### src/hdl/xsc_map.svh
// Constants of the crosspoint serial configuration chain
`ifndef XSC_MAP_SVH
`define XSC_MAP_SVH

// Control word framing
`define XSC_FRAME_LOAD   6'h1F
`define XSC_FRAME_READ   6'h1E
`define XSC_CNT_FRAME    5'h06
`define XSC_CNT_ROW      5'h0C
`define XSC_CNT_COL      5'h12
`define XSC_CNT_WORD     5'h1E
`define XSC_SEL_LAST     5'h1D
`define XSC_ADDR_ONES    6'h3F
`define XSC_ADDR_ONE     6'h01
`define XSC_ADDR_ZERO    6'h00

// Selection field codes
`define XSC_SEL_OFF      3'h0
`define XSC_SEL_W        3

// Reset values
`define XSC_CFG_RST      12'h000
`define XSC_WIN_RST      6'h00

// Register offsets (byte addresses)
`define XSC_OFS_CTRL     32'h0000_0000
`define XSC_OFS_STATUS   32'h0000_0004
`define XSC_OFS_LOADREG  32'h0000_0008
`define XSC_OFS_CFG      32'h0000_000C
`define XSC_CTRL_LOAD    0

// Bus responses
`define XSC_RESP_OKAY    2'h0
`define XSC_RESP_SLVERR  2'h2

`endif

### src/hdl/xsc_pkg.sv
// Types of the crosspoint serial configuration chain
package xsc_pkg;

	typedef enum logic [1:0] {
		XSC_HUNT   = 2'b00,
		XSC_WORD   = 2'b01,
		XSC_INSERT = 2'b10
	} xsc_state_t;

	typedef struct packed {
		logic        awvalid;
		logic [31:0] awaddr;
		logic        wvalid;
		logic [31:0] wdata;
		logic [3:0]  wstrb;
		logic        bready;
		logic        arvalid;
		logic [31:0] araddr;
		logic        rready;
	} xsc_axi_req_t;

	typedef struct packed {
		logic        awready;
		logic        wready;
		logic        bvalid;
		logic [1:0]  bresp;
		logic        arready;
		logic        rvalid;
		logic [31:0] rdata;
		logic [1:0]  rresp;
	} xsc_axi_resp_t;

	typedef struct packed {
		logic [6:0] bits;
	} xsc_pipe_t;

	typedef struct packed {
		logic [1:0]  ck_sy;
		logic        ck_prev;
		logic [1:0]  dt_sy;
		logic [1:0]  ld_sy;
		logic        ld_prev;
		logic [1:0]  fck;
		xsc_state_t  state;
		logic [4:0]  cnt;
		logic        is_read;
		logic        hit;
		logic [5:0]  win;
		logic [5:0]  row;
		logic [5:0]  col;
		logic [11:0] sel;
		logic [11:0] load_reg;
		logic [11:0] cfg;
		logic        sw_ld;
		logic        aw_got;
		logic [31:0] aw_addr;
		logic        w_got;
		logic        w_ld;
		logic        bvalid;
		logic [1:0]  bresp;
		logic        rvalid;
		logic [31:0] rdata;
		logic [1:0]  rresp;
	} xsc_core_t;

endpackage

### src/hdl/xsc_chain.sv
// Serial configuration front end of the 4x4 crosspoint
// Summary of operation
// - Configuration arrives as 30-bit words; six leading bits are the start frame.
// - Only frame 1F (load) and 1E (read-back) are accepted; others are ignored.
// - Words are shifted most significant bit first, bit 29 earliest.
// - Row address in bits 23..18, column address in bits 17..12.
// - Four 3-bit selection fields occupy bits 11..0, output one highest.
// - Code 000 disables an output; 001..011 select inputs one to three.
// - Code 100 connects the output to input four.
// - Frame search is continuous; a load frame with zero row and column captures fields into load register.
// - Column port decrements the row address; row port decrements the column address.
// - Incoming stream is replicated on row and column clock/data pairs.
// - Data reaches the forward outputs after seven serial clock rising edges.
// - Load pulse copies the load register into the active configuration at once.
// - A read frame with zero row and column inserts the configuration into the fields on both outputs.
// - Read-back words carry an all-ones address, decremented by each downstream device.
// - After inserting its configuration the device returns to write mode.
`timescale 1ns/100ps
`default_nettype none
`include "xsc_map.svh"

module xsc_chain
	import xsc_pkg::*;
(
	input  wire logic          clk,
	input  wire logic          nrst,
	input  wire logic          ser_clk,
	input  wire logic          ser_data,
	input  wire logic          load_pulse,
	input  wire xsc_axi_req_t  axi_req,
	output xsc_axi_resp_t      axi_resp,
	output logic               row_fwd_clock,
	output logic               row_fwd_data,
	output logic               column_fwd_clock,
	output logic               column_fwd_data,
	output logic [2:0]         output_one_select,
	output logic [2:0]         output_two_select,
	output logic [2:0]         output_three_select,
	output logic [2:0]         output_four_select,
	output logic [3:0]         output_enable,
	output logic [7:0]         output_source
);

	xsc_core_t r_r;
	xsc_core_t r_nxt;

	logic       se;
	logic       ld_rise;
	logic       b;
	logic [5:0] win_nxt;
	logic [4:0] cnt_inc;
	logic [4:0] ins_idx;
	logic       pipe_bit;
	logic       col_patch;
	logic [5:0] col_patch_val;
	logic       row_patch;
	logic [5:0] row_patch_val;
	logic       hit_now;
	logic       aw_rdy;
	logic       w_rdy;
	logic       ar_rdy;

	// Edge detection looks only at the second synchroniser stage
	assign se      = r_r.ck_sy[1] & ~r_r.ck_prev;
	assign ld_rise = r_r.ld_sy[1] & ~r_r.ld_prev;
	assign b       = r_r.dt_sy[1];
	assign win_nxt = {r_r.win[4:0], b};
	assign cnt_inc = r_r.cnt + 5'h01;
	assign ins_idx = `XSC_SEL_LAST - r_r.cnt;

	// One write and one read in flight; ready drops while an answer waits
	assign aw_rdy = ~r_r.aw_got & ~r_r.bvalid;
	assign w_rdy  = ~r_r.w_got & ~r_r.bvalid;
	assign ar_rdy = ~r_r.rvalid;

	// Whole next state of the block
	always_comb begin
		r_nxt         = r_r;
		col_patch     = 1'b0;
		col_patch_val = `XSC_ADDR_ZERO;
		row_patch     = 1'b0;
		row_patch_val = `XSC_ADDR_ZERO;
		hit_now       = 1'b0;
		pipe_bit      = b;
		r_nxt.ck_sy   = {r_r.ck_sy[0], ser_clk};
		r_nxt.ck_prev = r_r.ck_sy[1];
		r_nxt.dt_sy   = {r_r.dt_sy[0], ser_data};
		r_nxt.ld_sy   = {r_r.ld_sy[0], load_pulse};
		r_nxt.ld_prev = r_r.ld_sy[1];
		r_nxt.fck     = {r_r.fck[0], r_r.ck_sy[1]};
		r_nxt.sw_ld   = 1'b0;

		// Word framing on each serial rising edge
		if (se) begin
			case (r_r.state)
				XSC_HUNT: begin
					r_nxt.win = win_nxt;
					if (win_nxt == `XSC_FRAME_LOAD || win_nxt == `XSC_FRAME_READ) begin
						r_nxt.state   = XSC_WORD;
						r_nxt.cnt     = `XSC_CNT_FRAME;
						r_nxt.is_read = (win_nxt == `XSC_FRAME_READ);
						r_nxt.hit     = 1'b0;
					end
				end
				XSC_WORD: begin
					r_nxt.cnt = cnt_inc;
					if (r_r.cnt < `XSC_CNT_ROW) begin
						r_nxt.row = {r_r.row[4:0], b};
					end else if (r_r.cnt < `XSC_CNT_COL) begin
						r_nxt.col = {r_r.col[4:0], b};
					end else begin
						r_nxt.sel = {r_r.sel[10:0], b};
					end
					if (cnt_inc == `XSC_CNT_ROW) begin
						col_patch     = 1'b1;
						col_patch_val = r_nxt.row - `XSC_ADDR_ONE;
					end
					if (cnt_inc == `XSC_CNT_COL) begin
						hit_now   = (r_r.row == `XSC_ADDR_ZERO) && (r_nxt.col == `XSC_ADDR_ZERO);
						r_nxt.hit = hit_now;
						row_patch = 1'b1;
						if (hit_now && r_r.is_read) begin
							row_patch_val = `XSC_ADDR_ONES;
							r_nxt.state   = XSC_INSERT;
						end else begin
							row_patch_val = r_nxt.col - `XSC_ADDR_ONE;
						end
					end
					if (cnt_inc == `XSC_CNT_WORD) begin
						if (r_r.hit && !r_r.is_read) begin
							r_nxt.load_reg = r_nxt.sel;
						end
						r_nxt.state = XSC_HUNT;
						r_nxt.win   = `XSC_WIN_RST;
					end
				end
				XSC_INSERT: begin
					r_nxt.cnt = cnt_inc;
					pipe_bit  = r_r.cfg[ins_idx[3:0]];
					if (cnt_inc == `XSC_CNT_WORD) begin
						r_nxt.state = XSC_HUNT;
						r_nxt.win   = `XSC_WIN_RST;
					end
				end
				default: begin
					r_nxt.state = XSC_HUNT;
				end
			endcase
		end

		// Pin load or software load moves all four fields at once
		if (ld_rise || r_r.sw_ld) begin
			r_nxt.cfg = r_r.load_reg;
		end

		// Write channel: address and data taken in either order
		if (axi_req.awvalid && aw_rdy) begin
			r_nxt.aw_got  = 1'b1;
			r_nxt.aw_addr = axi_req.awaddr;
		end
		if (axi_req.wvalid && w_rdy) begin
			r_nxt.w_got = 1'b1;
			r_nxt.w_ld  = axi_req.wdata[`XSC_CTRL_LOAD] & axi_req.wstrb[0];
		end
		if (r_r.aw_got && r_r.w_got) begin
			r_nxt.aw_got = 1'b0;
			r_nxt.w_got  = 1'b0;
			r_nxt.bvalid = 1'b1;
			if (r_r.aw_addr == `XSC_OFS_CTRL) begin
				r_nxt.bresp = `XSC_RESP_OKAY;
				r_nxt.sw_ld = r_r.w_ld;
			end else if (r_r.aw_addr == `XSC_OFS_STATUS) begin
				r_nxt.bresp = `XSC_RESP_OKAY;
			end else if (r_r.aw_addr == `XSC_OFS_LOADREG) begin
				r_nxt.bresp = `XSC_RESP_OKAY;
			end else if (r_r.aw_addr == `XSC_OFS_CFG) begin
				r_nxt.bresp = `XSC_RESP_OKAY;
			end else begin
				r_nxt.bresp = `XSC_RESP_SLVERR;
			end
		end
		if (r_r.bvalid && axi_req.bready) begin
			r_nxt.bvalid = 1'b0;
		end

		// Read channel: one-cycle answer from the register image
		if (axi_req.arvalid && ar_rdy) begin
			r_nxt.rvalid = 1'b1;
			r_nxt.rresp  = `XSC_RESP_OKAY;
			if (axi_req.araddr == `XSC_OFS_CTRL) begin
				r_nxt.rdata = 32'h0000_0000;
			end else if (axi_req.araddr == `XSC_OFS_STATUS) begin
				r_nxt.rdata = {23'h00_0000, r_r.hit, r_r.is_read, r_r.state, r_r.cnt};
			end else if (axi_req.araddr == `XSC_OFS_LOADREG) begin
				r_nxt.rdata = {20'h0_0000, r_r.load_reg};
			end else if (axi_req.araddr == `XSC_OFS_CFG) begin
				r_nxt.rdata = {20'h0_0000, r_r.cfg};
			end else begin
				r_nxt.rdata = 32'h0000_0000;
				r_nxt.rresp = `XSC_RESP_SLVERR;
			end
		end
		if (r_r.rvalid && axi_req.rready) begin
			r_nxt.rvalid = 1'b0;
		end
	end

	// Single state register; reset leaves the switch fully disabled
	always_ff @(posedge clk or negedge nrst) begin
		if (!nrst) begin
			r_r       <= '0;
			r_r.state <= XSC_HUNT;
			r_r.cfg   <= `XSC_CFG_RST;
		end else begin
			r_r <= r_nxt;
		end
	end

	// Row port carries the column-decremented copy
	xsc_fwd_pipe u_row_pipe (
		.clk       (clk),
		.nrst      (nrst),
		.shift     (se),
		.bit_in    (pipe_bit),
		.patch     (row_patch),
		.patch_val (row_patch_val),
		.data_out  (row_fwd_data)
	);

	// Column port carries the row-decremented copy
	xsc_fwd_pipe u_col_pipe (
		.clk       (clk),
		.nrst      (nrst),
		.shift     (se),
		.bit_in    (pipe_bit),
		.patch     (col_patch),
		.patch_val (col_patch_val),
		.data_out  (column_fwd_data)
	);

	// Forwarded clocks lag data by a cycle so data is settled at their rise
	assign row_fwd_clock    = r_r.fck[1];
	assign column_fwd_clock = r_r.fck[1];

	// Per-output decode: 0 is off, 1..4 pick an input
	genvar gi;
	generate
		for (gi = 0; gi < 4; gi = gi + 1) begin : g_out
			logic [2:0] code;
			logic [2:0] idx;
			assign code = r_r.cfg[`XSC_SEL_W*(3-gi) +: `XSC_SEL_W];
			assign idx  = code - 3'h1;
			assign output_enable[gi]        = (code != `XSC_SEL_OFF);
			assign output_source[2*gi +: 2] = idx[1:0];
		end
	endgenerate

	assign output_one_select   = r_r.cfg[11:9];
	assign output_two_select   = r_r.cfg[8:6];
	assign output_three_select = r_r.cfg[5:3];
	assign output_four_select  = r_r.cfg[2:0];

	// Bus answers; the handshake readies are combinational
	always_comb begin
		axi_resp         = '0;
		axi_resp.awready = aw_rdy;
		axi_resp.wready  = w_rdy;
		axi_resp.bvalid  = r_r.bvalid;
		axi_resp.bresp   = r_r.bresp;
		axi_resp.arready = ar_rdy;
		axi_resp.rvalid  = r_r.rvalid;
		axi_resp.rdata   = r_r.rdata;
		axi_resp.rresp   = r_r.rresp;
	end
endmodule
`default_nettype wire

### src/hdl/xsc_fwd_pipe.sv
// Seven-stage forwarding pipe with an address patch port
`timescale 1ns/100ps
`default_nettype none
`include "xsc_map.svh"

module xsc_fwd_pipe
	import xsc_pkg::*;
(
	input  wire logic       clk,
	input  wire logic       nrst,
	input  wire logic       shift,
	input  wire logic       bit_in,
	input  wire logic       patch,
	input  wire logic [5:0] patch_val,
	output logic            data_out
);

	xsc_pipe_t r_r;
	xsc_pipe_t r_nxt;

	// Shift one bit per serial edge; a patch rewrites the newest six bits
	always_comb begin
		r_nxt = r_r;
		if (shift) begin
			r_nxt.bits = {r_r.bits[5:0], bit_in};
			if (patch) begin
				r_nxt.bits[5:0] = patch_val;
			end
		end
	end

	always_ff @(posedge clk or negedge nrst) begin
		if (!nrst) begin
			r_r <= '0;
		end else begin
			r_r <= r_nxt;
		end
	end

	// Oldest stage drives the pin straight from a flop
	assign data_out = r_r.bits[6];
endmodule
`default_nettype wire

### config.mk
export PLATFORM = sky130hd
export DESIGN_NAME = xsc_chain
export DESIGN_NICKNAME = d
export VERILOG_FILES = /design/src/hdl/xsc_pkg.sv /design/src/hdl/xsc_chain.sv /design/src/hdl/xsc_fwd_pipe.sv
export VERILOG_INCLUDE_DIRS = /design/src /design/src/hdl
export SDC_FILE = /design/constraint.sdc
export NUM_CORES = 1
export LEC_CHECK = 0
export ABC_CLOCK_PERIOD_IN_PS = 5900
export BUFFER_PORTS_ARGS = -buffer_cell sky130_fd_sc_hd__buf_2
export CAP_MARGIN = 20
export CELL_PAD_IN_SITES_DETAIL_PLACEMENT = 2
export CELL_PAD_IN_SITES_GLOBAL_PLACEMENT = 2
export CORE_ASPECT_RATIO = 0.9
export CORE_MARGIN = 2
export CORE_UTILIZATION = 37
export CTS_BUF_LIST = sky130_fd_sc_hd__clkbuf_4
export DETAILED_ROUTE_END_ITERATION = 10
export PLACE_DENSITY = 0.95
export SLEW_MARGIN = 30
export SYNTH_ARGS = -nofsm -noshare
export SYNTH_HDL_FRONTEND = slang
export SYNTH_SLANG_ARGS = --single-unit
export TNS_END_PERCENT = 10
### constraint.sdc
create_clock -name clk -period 5.9 [get_ports clk]
set_clock_uncertainty 0.05 [all_clocks]
set_input_delay 0.295 -clock clk [delete_from_list [all_inputs] [get_ports clk]]
set_output_delay 0.295 -clock clk [all_outputs]
set_load 0.1 [all_outputs]
==> out/metrics.csv, run 1 <==
stage,metric,value,unit
logic_synthesis,Post-Syn Area,7150,um^2
routing,WL/cell,25.6,um
logic_synthesis,Ys Warns,0,
routing,Residual DRC,0,
timing,setup ws final,2.14,ns
clock_tree,post-CTS sizing,0,
layout,Multi-input gate area,3170,um^2
timing,post-layout minimum cycle time,3.76,ns
routing,remaining antenna violation count,0,
logic_synthesis,"flops & latches, synth",137,
critical_path,CP max FO,16,
floorplanning,# IOs,179,
timing,unrepaired setup endpoints after global routing,no,
clock_tree,number of H-tree levels,4,
routing,Starting DRT DRC Count,361,
floorplanning,Row Count,48,
critical_path,CP Launch Type,flop,
logic_synthesis,number of enable flip-flop cells after synthesis,0,
logic_synthesis,top-count cell post-synth,dfrtp_1,
floorplanning,Core Area,19000,um^2
timing,fmax,0.266,GHz
clock_tree,CTS tree,done,
clock_tree,TritonCTS buffer count,17,
clock_tree,Clock transition at path regs,0.14,ns
logic_synthesis,post-synth top area share,47.9,%
grt,global-route wire length before repair,41.3,mm
layout,Syn-to-layout area delta,16.7,%
floorplanning,die height,136,um
grt,initial antenna violation count,2,
routing,Via-to-Cell Ratio,5.57,
placement,Post-DP HPWL,15.6,mm
layout,number of nets in the layout,925,
grt,vias in the first global route,6730,
logic_synthesis,"FFs w/ async S/R, synth",100,%
grt,largest net degree at the start of global routing,79,
logic_synthesis,post-synth top area cell,dfrtp_1,
timing,max_slew headroom,43.6,%
placement,Placement Setup Slack,2.24,ns
layout,Fillers,1966,
job,Max Cap Viol,0,
timing,Final Hold Viols,0,
pwr,Comb power frac,26.3,%
critical_path,slowest CP cell,dfrtp_1,
timing,Slew @ Worst Pin,0.844,ns
placement,I/O Buffers,122,
routing,vias,5936,
timing,final period utilization,63.7,%
timing,Pins Over Slew Limit,0,
placement,Final GP Congestion,0.788,
min_path,HP Class,primary input to flop,
pwr,PwrDens,303,nW/um^2
routing,final WL,27.3,mm
timing,TNS Setup,0,ns
pwr,sw power,0.000987,W
logic_synthesis,post-synthesis sequential area ratio,47.9,%
logic_synthesis,commonest cells in the netlist,"137 x dfrtp_1, 68 x nand2_1, 56 x buf_4",
outcome,outcome,"complete, no violations",
clock_tree,"Clk Latency, worst-skew pair",0.61,ns
pwr,Max IR drop VDD,0.000247,V
critical_path,CP endpoint kind,flop,
clock_tree,Clock Root Buffer,clkbuf_4,
logic_synthesis,synth top area cells,"dfrtp_1 48%, mux2_2 8.5%, buf_4 5.9%",
pwr,P_int,0.00154,W
critical_path,CP max stage delay,0.60,ns
timing,Setup Viol. Count Final,0,
pwr,LEAKAGE,3.98,nW
pwr,Net Sw Frac,39.1,%
critical_path,crit path kind,flop to flop,
critical_path,crit-path cells,"inv_1, ha_1, nand2b_1, a21oi_2, mux2i_1, ha_1, nor4b_2, o31ai_1, nand4bb_4, a21oi_1, mux2i_1",
logic_synthesis,"Avg Cell Area, Syn",10.6,um^2
critical_path,worst path arrival time,4.23,ns
logic_synthesis,ys flop type,dfrtp_1,
layout,share of cells above drive strength 1,27.9,%
floorplanning,full die area,20500,um^2
clock_tree,CTS max path bufs,2,
clock_tree,clock sinks,137,
logic_synthesis,Yosys cell types,61,
logic_synthesis,Post-Synthesis Cells,676,
floorplanning,Initial Util,37.6,%
layout,Reg area,3430,um^2
pwr,Clock Power Share,24.7,%
grt,GRT Total Usage,27.4,%
critical_path,critical path required time,6.38,ns
grt,total global routing overflow,0,
routing,drt first pass iters,5,
pwr,part of the power in registers,49.0,%
floorplanning,Die Wd,151,um
==> critical path, delay by kind of cell, from the launching register on <==
| family | cells | cell delay [ns] |
|---|---|---|
| AO/OA/AOI/OAI | 3 | 0.82 |
| AND/OR/NAND/NOR | 3 | 0.73 |
| adder cells (fa/ha/maj) | 2 | 0.68 |
| multiplexers | 2 | 0.61 |
| flip-flops | 1 | 0.60 |
| buffers and inverters | 1 | 0.21 |
==> state kept, by name (all words and copies together) (netlist names) <==
| signal | cells |
|---|---|
| r_nxt | 6 |
| b | 1 |
| output_two_select | 3 |
| output_three_select | 3 |
| axi_resp | 16 |
| u_col_pipe.r_r | 7 |
| output_four_select | 3 |
| column_fwd_clock | 1 |
| output_one_select | 3 |
| u_row_pipe.r_r | 7 |
| r_r | 87 |
==> cells in the final DEF, fill, tap and decap left out, types with 5 or more instances in the layout <==
cell type / instances
dfrtp_1: 137
buf_2: 121
nand2_1: 68
mux2_2: 54
dlygate4sd3_1: 42
o21ai_0: 36
nor2_1: 35
mux2i_1: 33
inv_1: 24
conb_1: 22
a21oi_1: 21
o21ai_1: 20
clkbuf_4: 18
ha_1: 15
nor4_1: 14
nor3_1: 11
nor3b_1: 11
nand4_1: 8
xor2_1: 8
nor2b_1: 7
o21a_1: 7
a22o_1: 7
nand2b_1: 6
nand3_1: 6
mux2_1: 6
clkinvlp_4: 5
buf_4: 5
==> power groups by stage <==
| stage | combinational, W | clock [W] | sequential (W) |
|---|---|---|---|
| finish | 0.000663 | 0.000624 | 0.00124 |
| global route | 0.000698 | 0.000667 | 0.00125 |
| CTS | 0.000625 | 0.000609 | 0.00121 |
| detailed placement | 0.000593 | 0 | 0.00123 |
| global placement | 0.000560 | 0 | 0.00121 |
| floorplan | 0.000481 | 0 | 0.00120 |
==> final timing paths <==
check	from	slack, ns	cells after the start	to
setup / recovery	r_r[132]	2.14	11	r_r[135]
hold / removal	axi_req[31]	0.16	5	axi_resp[12]
setup reg to reg	r_r[132]	2.14	11	r_r[135]
hold reg to reg	r_nxt[141]	0.32	0	r_nxt[139]
max in group asynchronous	nrst	4.23	3	axi_resp[6]
min in group asynchronous	nrst	0.25	2	r_r[38]
==> kinds of logic (layout without fill, tap and decap cells) <==
| group | Yosys count | after routing | synth area share [%] |
|---|---|---|---|
| other cells | 1 | 24 | 0.0524 |
| flops | 137 | 137 | 47.9 |
| mux | 96 | 96 | 15.0 |
| xor+xnor | 12 | 12 | 1.47 |
| fa+ha+maj | 15 | 15 | 2.62 |
| compound gates | 121 | 121 | 10.8 |
| buf+inv | 110 | 226 | 8.87 |
| simple gates | 184 | 184 | 13.3 |
==> layer usage <==
| metal | GRT usage [%] | vias up | wire length, um |
|---|---|---|---|
| met5 | 0 | - | 0 |
| li1 | - | 2547 | - |
| met4 | 16.3 | 0 | 1510 |
| met3 | 7.01 | 104 | 1380 |
| met2 | 47.8 | 218 | 14400 |
| met1 | 30.0 | 3067 | 9980 |
==> per-stage QoR <==
step | std cells | area (um^2) | hold slack, ns | util (%) | power (W)
floorplan | 697 | 7230 | -0.0506 | - | 0.00169
global placement | 989 | 7660 | 0.284 | 40.2 | 0.00177
detailed placement | 989 | 7660 | 0.292 | 40.2 | 0.00182
CTS | 1063 | 8340 | 0.134 | 43.8 | 0.00245
global route | 1065 | 8350 | 0.163 | 43.8 | 0.00262
finish | 1065 | 8350 | 0.159 | 43.8 | 0.00252
==> area by class of cell <==
type	count	area share, %
sequential	137	41.1
inverter	25	1.12
clock buffer	18	1.62
multi-input combinational	450	38.0
tap	250	3.75
antenna	2	0.0600
timing repair buffer	169	12.9
clock inverter	14	1.48
==> repair_timing <==
action                                  in CTS  in global routing
hold endpoints to repair                   116                  0
hold buffers                                42                  0
buffers inserted                             0                  0
endpoints found under the setup margin       0                  0
(Power assumes the default switching activity.)
==> run 2: changes to the inputs <==
Settings changed: ABC_CLOCK_PERIOD_IN_PS 5900 to 3800, CORE_UTILIZATION 37 to 35, PLACE_DENSITY 0.95 to 0.94.
Clock period 5.9 ns to 3.8 ns, I/O delays scaled along.
==> out/metrics.csv, run 2 (synthesized netlist as in run 1, its figures left out) <==
stage,metric,value,unit,change
critical_path,CP Launch Type,flop,,
clock_tree,Clock Root Buffer,clkbuf_4,,
critical_path,reg2reg start,r_r[131],,
min_path,HP Class,primary input to flop,,
grt,largest net degree at the start of global routing,110,,+39%
routing,vias,5885,,-0.86%
grt,initial antenna violation count,1,,-1
timing,final period utilization,92.9,%,+29 points
timing,fmax,0.283,GHz,+6.4%
timing,Slew @ Worst Pin,0.847,ns,+0.00331 ns
layout,"most common cell after layout, fill and taps aside",dfrtp_1,,
timing,max_slew headroom,43.5,%,-0.099 points
clock_tree,CTS max path bufs,2,,unchanged
routing,Residual DRC,0,,unchanged
job,Max Cap Viol,0,,unchanged
placement,Final GP Congestion,0.803,,+1.9%
clock_tree,post-CTS setup repair buffer count,0,,unchanged
routing,remaining antenna violation count,0,,unchanged
timing,unrepaired setup endpoints after global routing,no,,
routing,Via-to-Cell Ratio,5.48,,-1.6%
critical_path,worst path arrival time,3.97,ns,-0.26 ns
floorplanning,# IOs,179,,unchanged
timing,Pins Over Slew Limit,0,,unchanged
critical_path,CP endpoint kind,flop,,
grt,GRT Total Usage,24.8,%,-2.6 points
placement,Cells after DPL,998,,+0.91%
floorplanning,Initial Util,35.8,%,-1.8 points
pwr,Power Total,0.00395,W,+56%
floorplanning,Core Area,20000,um^2,+5.0%
pwr,LEAKAGE,4.01,nW,+0.86%
critical_path,CP max FO,9,,-7
layout,"commonest cells after routing, fill and taps aside","137 x dfrtp_1, 121 x buf_2, 68 x nand2_1, 54 x mux2_2, 42 x dlygate4sd3_1",,
pwr,PwrDens,470,nW/um^2,+55%
layout,Syn-to-layout area delta,17.5,%,
floorplanning,Row Count,49,,+2.1%
clock_tree,number of H-tree levels,4,,unchanged
placement,Post-DP HPWL,15.6,mm,about the same
critical_path,crit path kind,flop to flop,,
layout,share of cells above drive strength 1,28.3,%,+0.35 points
layout,Layout Cells excl Fill,1073,,+0.75%
floorplanning,die height,140,um,+2.7%
layout,most flop-heavy register,r_r,,
routing,final WL,26.0,mm,-4.5%
clock_tree,Clock transition at path regs,0.13,ns,about the same
layout,number of nets in the layout,929,,+0.43%
min_path,hold path start,axi_req[31],,
floorplanning,full die area,21600,um^2,+5.6%
timing,setup ws final,0.270,ns,-1.87 ns
placement,I/O Buffers,122,,unchanged
timing,Setup Viol. Count Final,0,,unchanged
routing,drt first pass iters,4,,-1
clock_tree,CTS tree,done,,
layout,max FFs per register,87,,unchanged
clock_tree,clock sinks,137,,unchanged
routing,WL/cell,24.3,um,-5.2%
grt,vias in the first global route,6636,,-1.4%
timing,post-layout minimum cycle time,3.53,ns,-0.227 ns
clock_tree,TritonCTS buffer count,17,,unchanged
timing,TNS Setup,0,ns,unchanged
timing,Final Hold Viols,0,,unchanged
routing,Starting DRT DRC Count,309,,-14%
grt,global-route wire length before repair,40.7,mm,-1.4%
grt,total global routing overflow,0,,unchanged
pwr,Max IR drop VDD,0.000480,V,+94%
floorplanning,Die Wd,155,um,+2.7%
clock_tree,"Clk Latency, worst-skew pair",0.59,ns,-0.02 ns
outcome,outcome,"complete, no violations",,
placement,Placement Setup Slack,0.431,ns,-1.81 ns
critical_path,critical path startpoint,r_r[131],,
critical_path,critical path required time,4.24,ns,-2.14 ns
## run 2: cell count changes in the layout (fill, tap and decap cells not counted), moves of 2 or more
cell | previous run | this run
buf_4 | 5 | 9
clkbuf_4 | 18 | 20
clkinv_4 | 0 | 2
clkinvlp_4 | 5 | 3
inv_6 | 3 | 1
## run 2: metal layers
layer	GRT usage (%)	wire length, um	vias to the layer above
met4	9.75	980	0
met1	28.4	9920	3073
met2	45.5	14300	178
li1	-	-	2560
met3	4.55	882	74
met5	0	0	-
## run 2: through the flow
step           util, %  cell area (um^2)  hold WS (ns)
2_1_floorplan        -              7230        -0.156
3_3_place_gp      38.5              7690         0.250
3_5_place_dp      38.5              7700         0.250
4_1_cts           42.0              8400        0.0326
5_1_grt           42.0              8400        0.0586
6_report          42.0              8400        0.0611
## run 2: worst max-delay path, stage by stage, from the launching register on
cell       delay, ns
dfrtp_1         0.54
inv_1           0.21
ha_2            0.33
nand2b_1        0.16
a21oi_2         0.33
mux2i_1         0.35
ha_1            0.26
nor4b_2         0.25
o31ai_1         0.16
nand4bb_4       0.28
a21oi_1         0.26
mux2i_1         0.26
## run 2: layout make-up
cell class	count	area [um^2]
multi-input combinational	450	3170
sequential	137	3430
timing repair buffer	173	1110
fill	2100	11600
clock inverter	12	126
antenna	1	2.50
inverter	25	93.8
tap	255	319
clock buffer	20	150
## run 2: final timing paths
path | to | slack, ns | cells past startpoint
worst max register to register | r_r[135] | 0.27 | 11
min in group asynchronous | r_r[41] | 0.18 | 2
worst max-delay path | r_r[135] | 0.27 | 11
max in group asynchronous | column_fwd_clock | 2.70 | 3
worst min register to register | b | 0.33 | 0
worst min-delay path | axi_resp[11] | 0.06 | 5
## run 2: timing repair
item | CTS | global route
endpoints found under the setup margin | 0 | 1
resized for setup | 0 | 1
hold buffers | 42 | 0
endpoints found under the hold margin | 146 | 0
## run 2: power by group
part / total, W / switching (W) / internal [W]
Combinational: 0.00101 / 0.000657 / 0.000354
Sequential: 0.00191 / 0.000208 / 0.00170
Clock: 0.00102 / 0.000616 / 0.000408
Total: 0.00395 / 0.00148 / 0.00247
==> run 3: changes to the inputs <==
Settings changed: ABC_AREA from default to 1, CORE_ASPECT_RATIO 0.9 to default, CORE_UTILIZATION 35 to 32, PLACE_DENSITY 0.94 to 0.93.
==> out/metrics.csv, run 3 <==
stage,metric,value,unit,change
outcome,outcome,"complete, no violations",,
routing,WL/cell,18.3,um,-25%
logic_synthesis,top-count cell post-synth,nand2_1,,
timing,Setup Viol. Count Final,0,,unchanged
grt,total global routing overflow,0,,unchanged
routing,Starting DRT DRC Count,195,,-37%
routing,final WL,24.1,mm,-7.4%
critical_path,Crit path max-delay family,simple AND/OR/NAND/NOR gates,,
logic_synthesis,Synth Area in XOR/XNOR,0.360,%,-1.1 points
pwr,LEAKAGE,4.25,nW,+5.9%
routing,vias,6445,,+9.5%
critical_path,R2R setup slack,0.82,ns,+0.55 ns
grt,global-route wire length before repair,38.7,mm,-4.9%
logic_synthesis,Yosys cell types,41,,-33%
logic_synthesis,post-synthesis simple-gate area fraction,23.5,%,+10 points
clock_tree,"Clk Latency, worst-skew pair",0.57,ns,-0.02 ns
pwr,PwrDens,461,nW/um^2,-1.9%
critical_path,CP max FO,33,,+24
logic_synthesis,ys flop type,dfrtp_1,,
grt,largest net degree at the start of global routing,90,,-18%
logic_synthesis,share of synthesized area spent on multiplexers,4.63,%,-10 points
logic_synthesis,number of enable flip-flop cells after synthesis,0,,unchanged
routing,remaining antenna violation count,0,,unchanged
floorplanning,full die area,24000,um^2,+11%
layout,"most common cell after layout, fill and taps aside",nand2_1,,
layout,number of nets in the layout,1144,,+23%
placement,I/O Buffers,122,,unchanged
logic_synthesis,Synth Area in Adders,2.57,%,-0.053 points
grt,vias in the first global route,7244,,+9.2%
clock_tree,Clock Root Buffer,clkbuf_4,,
logic_synthesis,Post-Syn Area,7300,um^2,+2.0%
logic_synthesis,main combinational cell family by area after synthesis,simple AND/OR/NAND/NOR gates,,
layout,Multi-input gate area,3000,um^2,-5.4%
placement,Post-DP HPWL,16.1,mm,+3.1%
timing,Worst Hold Slack,0.106,ns,+0.0452 ns
routing,Via-to-Cell Ratio,4.89,,-11%
timing,TNS Setup,0,ns,unchanged
job,Max Cap Viol,0,,unchanged
layout,share of cells above drive strength 1,21.5,%,-6.7 points
clock_tree,CTS max path bufs,2,,unchanged
timing,Final Hold Viols,0,,unchanged
clock_tree,clock sinks,137,,unchanged
layout,post-layout util,38.3,%,-3.7 points
critical_path,CP Launch Type,flop,,
timing,final period utilization,78.5,%,-14 points
grt,GRT Total Usage,20.5,%,-4.2 points
logic_synthesis,"FFs w/ async S/R, synth",100,%,unchanged
floorplanning,Die Wd,155,um,+0.22%
placement,Final GP Congestion,0.780,,-2.9%
pwr,Max IR drop VDD,0.000619,V,+29%
logic_synthesis,"Avg Cell Area, Syn",8.22,um^2,-22%
critical_path,CP endpoint kind,flop,,
logic_synthesis,synth top area cells,"dfrtp_1 47%, nand2_1 12%, buf_4 5.9%",,
logic_synthesis,post-synth top area cell,dfrtp_1,,
floorplanning,die height,155,um,+11%
min_path,HP Class,primary input to flop,,
timing,Slew @ Worst Pin,0.949,ns,+0.102 ns
pwr,Power Total,0.00397,W,+0.66%
critical_path,CP dominant cell by count,nand2_1,,
critical_path,CP max stage delay,0.54,ns,about the same
floorplanning,Row Count,55,,+12%
layout,most flop-heavy register,r_r,,
floorplanning,Initial Util,32.4,%,-3.4 points
timing,unrepaired setup endpoints after global routing,no,,
critical_path,crit-path cells,"inv_2, ha_1, nand2_1, nand2_2, nand2_2, nand2_1, nand2_1, ha_1, nand3_1, nor2_2, nand3_2, nand2_2, nand2_1, nand2_1, nand2_1",,
clock_tree,number of H-tree levels,4,,unchanged
timing,fmax,0.335,GHz,+18%
layout,fin area,8620,um^2,+2.6%
logic_synthesis,post-synth top area share,47.0,%,-0.96 points
layout,Syn-to-layout area delta,18.1,%,
critical_path,crit path kind,flop to flop,,
routing,Residual DRC,0,,unchanged
logic_synthesis,Ys Warns,0,,unchanged
floorplanning,# IOs,179,,unchanged
clock_tree,CTS tree,done,,
critical_path,critical path required time,4.20,ns,-0.04 ns
critical_path,worst path arrival time,3.38,ns,-0.59 ns
placement,Placed Area,7840,um^2,+1.9%
floorplanning,Core Area,22500,um^2,+13%
routing,drt first pass iters,4,,unchanged
critical_path,slowest CP cell,dfrtp_1,,
logic_synthesis,post-synthesis sequential area ratio,47.0,%,-0.96 points
grt,initial antenna violation count,1,,unchanged
clock_tree,Clock transition at path regs,0.15,ns,+0.02 ns
layout,max FFs per register,87,,unchanged
timing,post-layout minimum cycle time,2.98,ns,-0.548 ns
layout,Fillers,2521,,+20%
logic_synthesis,commonest cells in the netlist,"232 x nand2_1, 137 x dfrtp_1, 100 x inv_1",,
timing,Pins Over Slew Limit,0,,unchanged
layout,Reg area,3430,um^2,unchanged
logic_synthesis,Post-Synthesis Cells,888,,+31%
logic_synthesis,Synth Area in Compound Gates,8.91,%,-1.8 points
clock_tree,post-CTS sizing,0,,unchanged
critical_path,Buf/Inv on CP,1,,unchanged
layout,"commonest cells after routing, fill and taps aside","232 x nand2_1, 137 x dfrtp_1, 121 x buf_2, 100 x inv_1, 74 x o21ai_0",,
logic_synthesis,"flops & latches, synth",137,,unchanged
timing,max_slew headroom,36.4,%,-7.1 points
clock_tree,TritonCTS buffer count,17,,unchanged
-- run 3: worst paths after layout --
| check | endpoint | cells after the start | from |
|---|---|---|---|
| min in group asynchronous | r_r[130] | 3 | nrst |
| hold reg to reg | r_nxt[137] | 0 | r_nxt[146] |
| setup / recovery | r_r[136] | 15 | r_r[132] |
| setup reg to reg | r_r[136] | 15 | r_r[132] |
| max in group asynchronous | r_r[62] | 5 | nrst |
| hold / removal | axi_resp[1] | 7 | axi_req[4] |
-- run 3: per-stage QoR --
step | setup WS (ns) | instances
5_1_grt | 0.496 | 1319
3_3_place_gp | 1.07 | 1241
6_report | 0.818 | 1319
4_1_cts | 0.841 | 1314
2_1_floorplan | 1.60 | 909
3_5_place_dp | 0.892 | 1241
-- run 3: repair_timing --
item | in CTS | in global routing
buffers inserted | 0 | 0
hold buffers | 42 | 1
endpoints found under the hold margin | 126 | 19
-- run 3: cell type report --
type                            count  area share (%)
Clock inverter                     13            2.06
Sequential cell                   137            39.8
Antenna cell                        3          0.0871
Tap cell                          285            4.14
Inverter                          105            4.57
Multi-Input combinational cell    586            34.8
Timing Repair Buffer              172            13.0
Clock buffer                       18            1.57
-- run 3: where the power goes --
group	internal, W	switching [W]	leakage (nW)	total (W)
Sequential	0.00170	0.000160	1.78	0.00186
Clock	0.000522	0.000580	0.161	0.00110
Combinational	0.000328	0.000680	2.31	0.00101
-- run 3: kinds of logic after synthesis --
family                     Yosys count
xor gates and xnor gates             3
AOI/OAI and AO/OA                  116
muxes                               30
adders and majority gates           15
and+or+nand+nor                    400
buffers and inverters              186
other                                1
DFF                                137
-- run 3: per-layer routing --
metal  vias up  GRT usage (%)  part of all wire (%)
met5         -              0                     0
met4         0           7.19                   2.3
met3        42           3.73                   3.9
met2       174           38.5                    53
met1      3211           23.4                    41
li1       3018              -                     -
-- run 3: worst min-delay path, stage by stage --
cell	delay [ns]
buf_2	0.09
inv_1	0.05
nand2_1	0.06
nor3_1	0.05
nand3_1	0.09
nand4_1	0.11
nand2_1	0.07
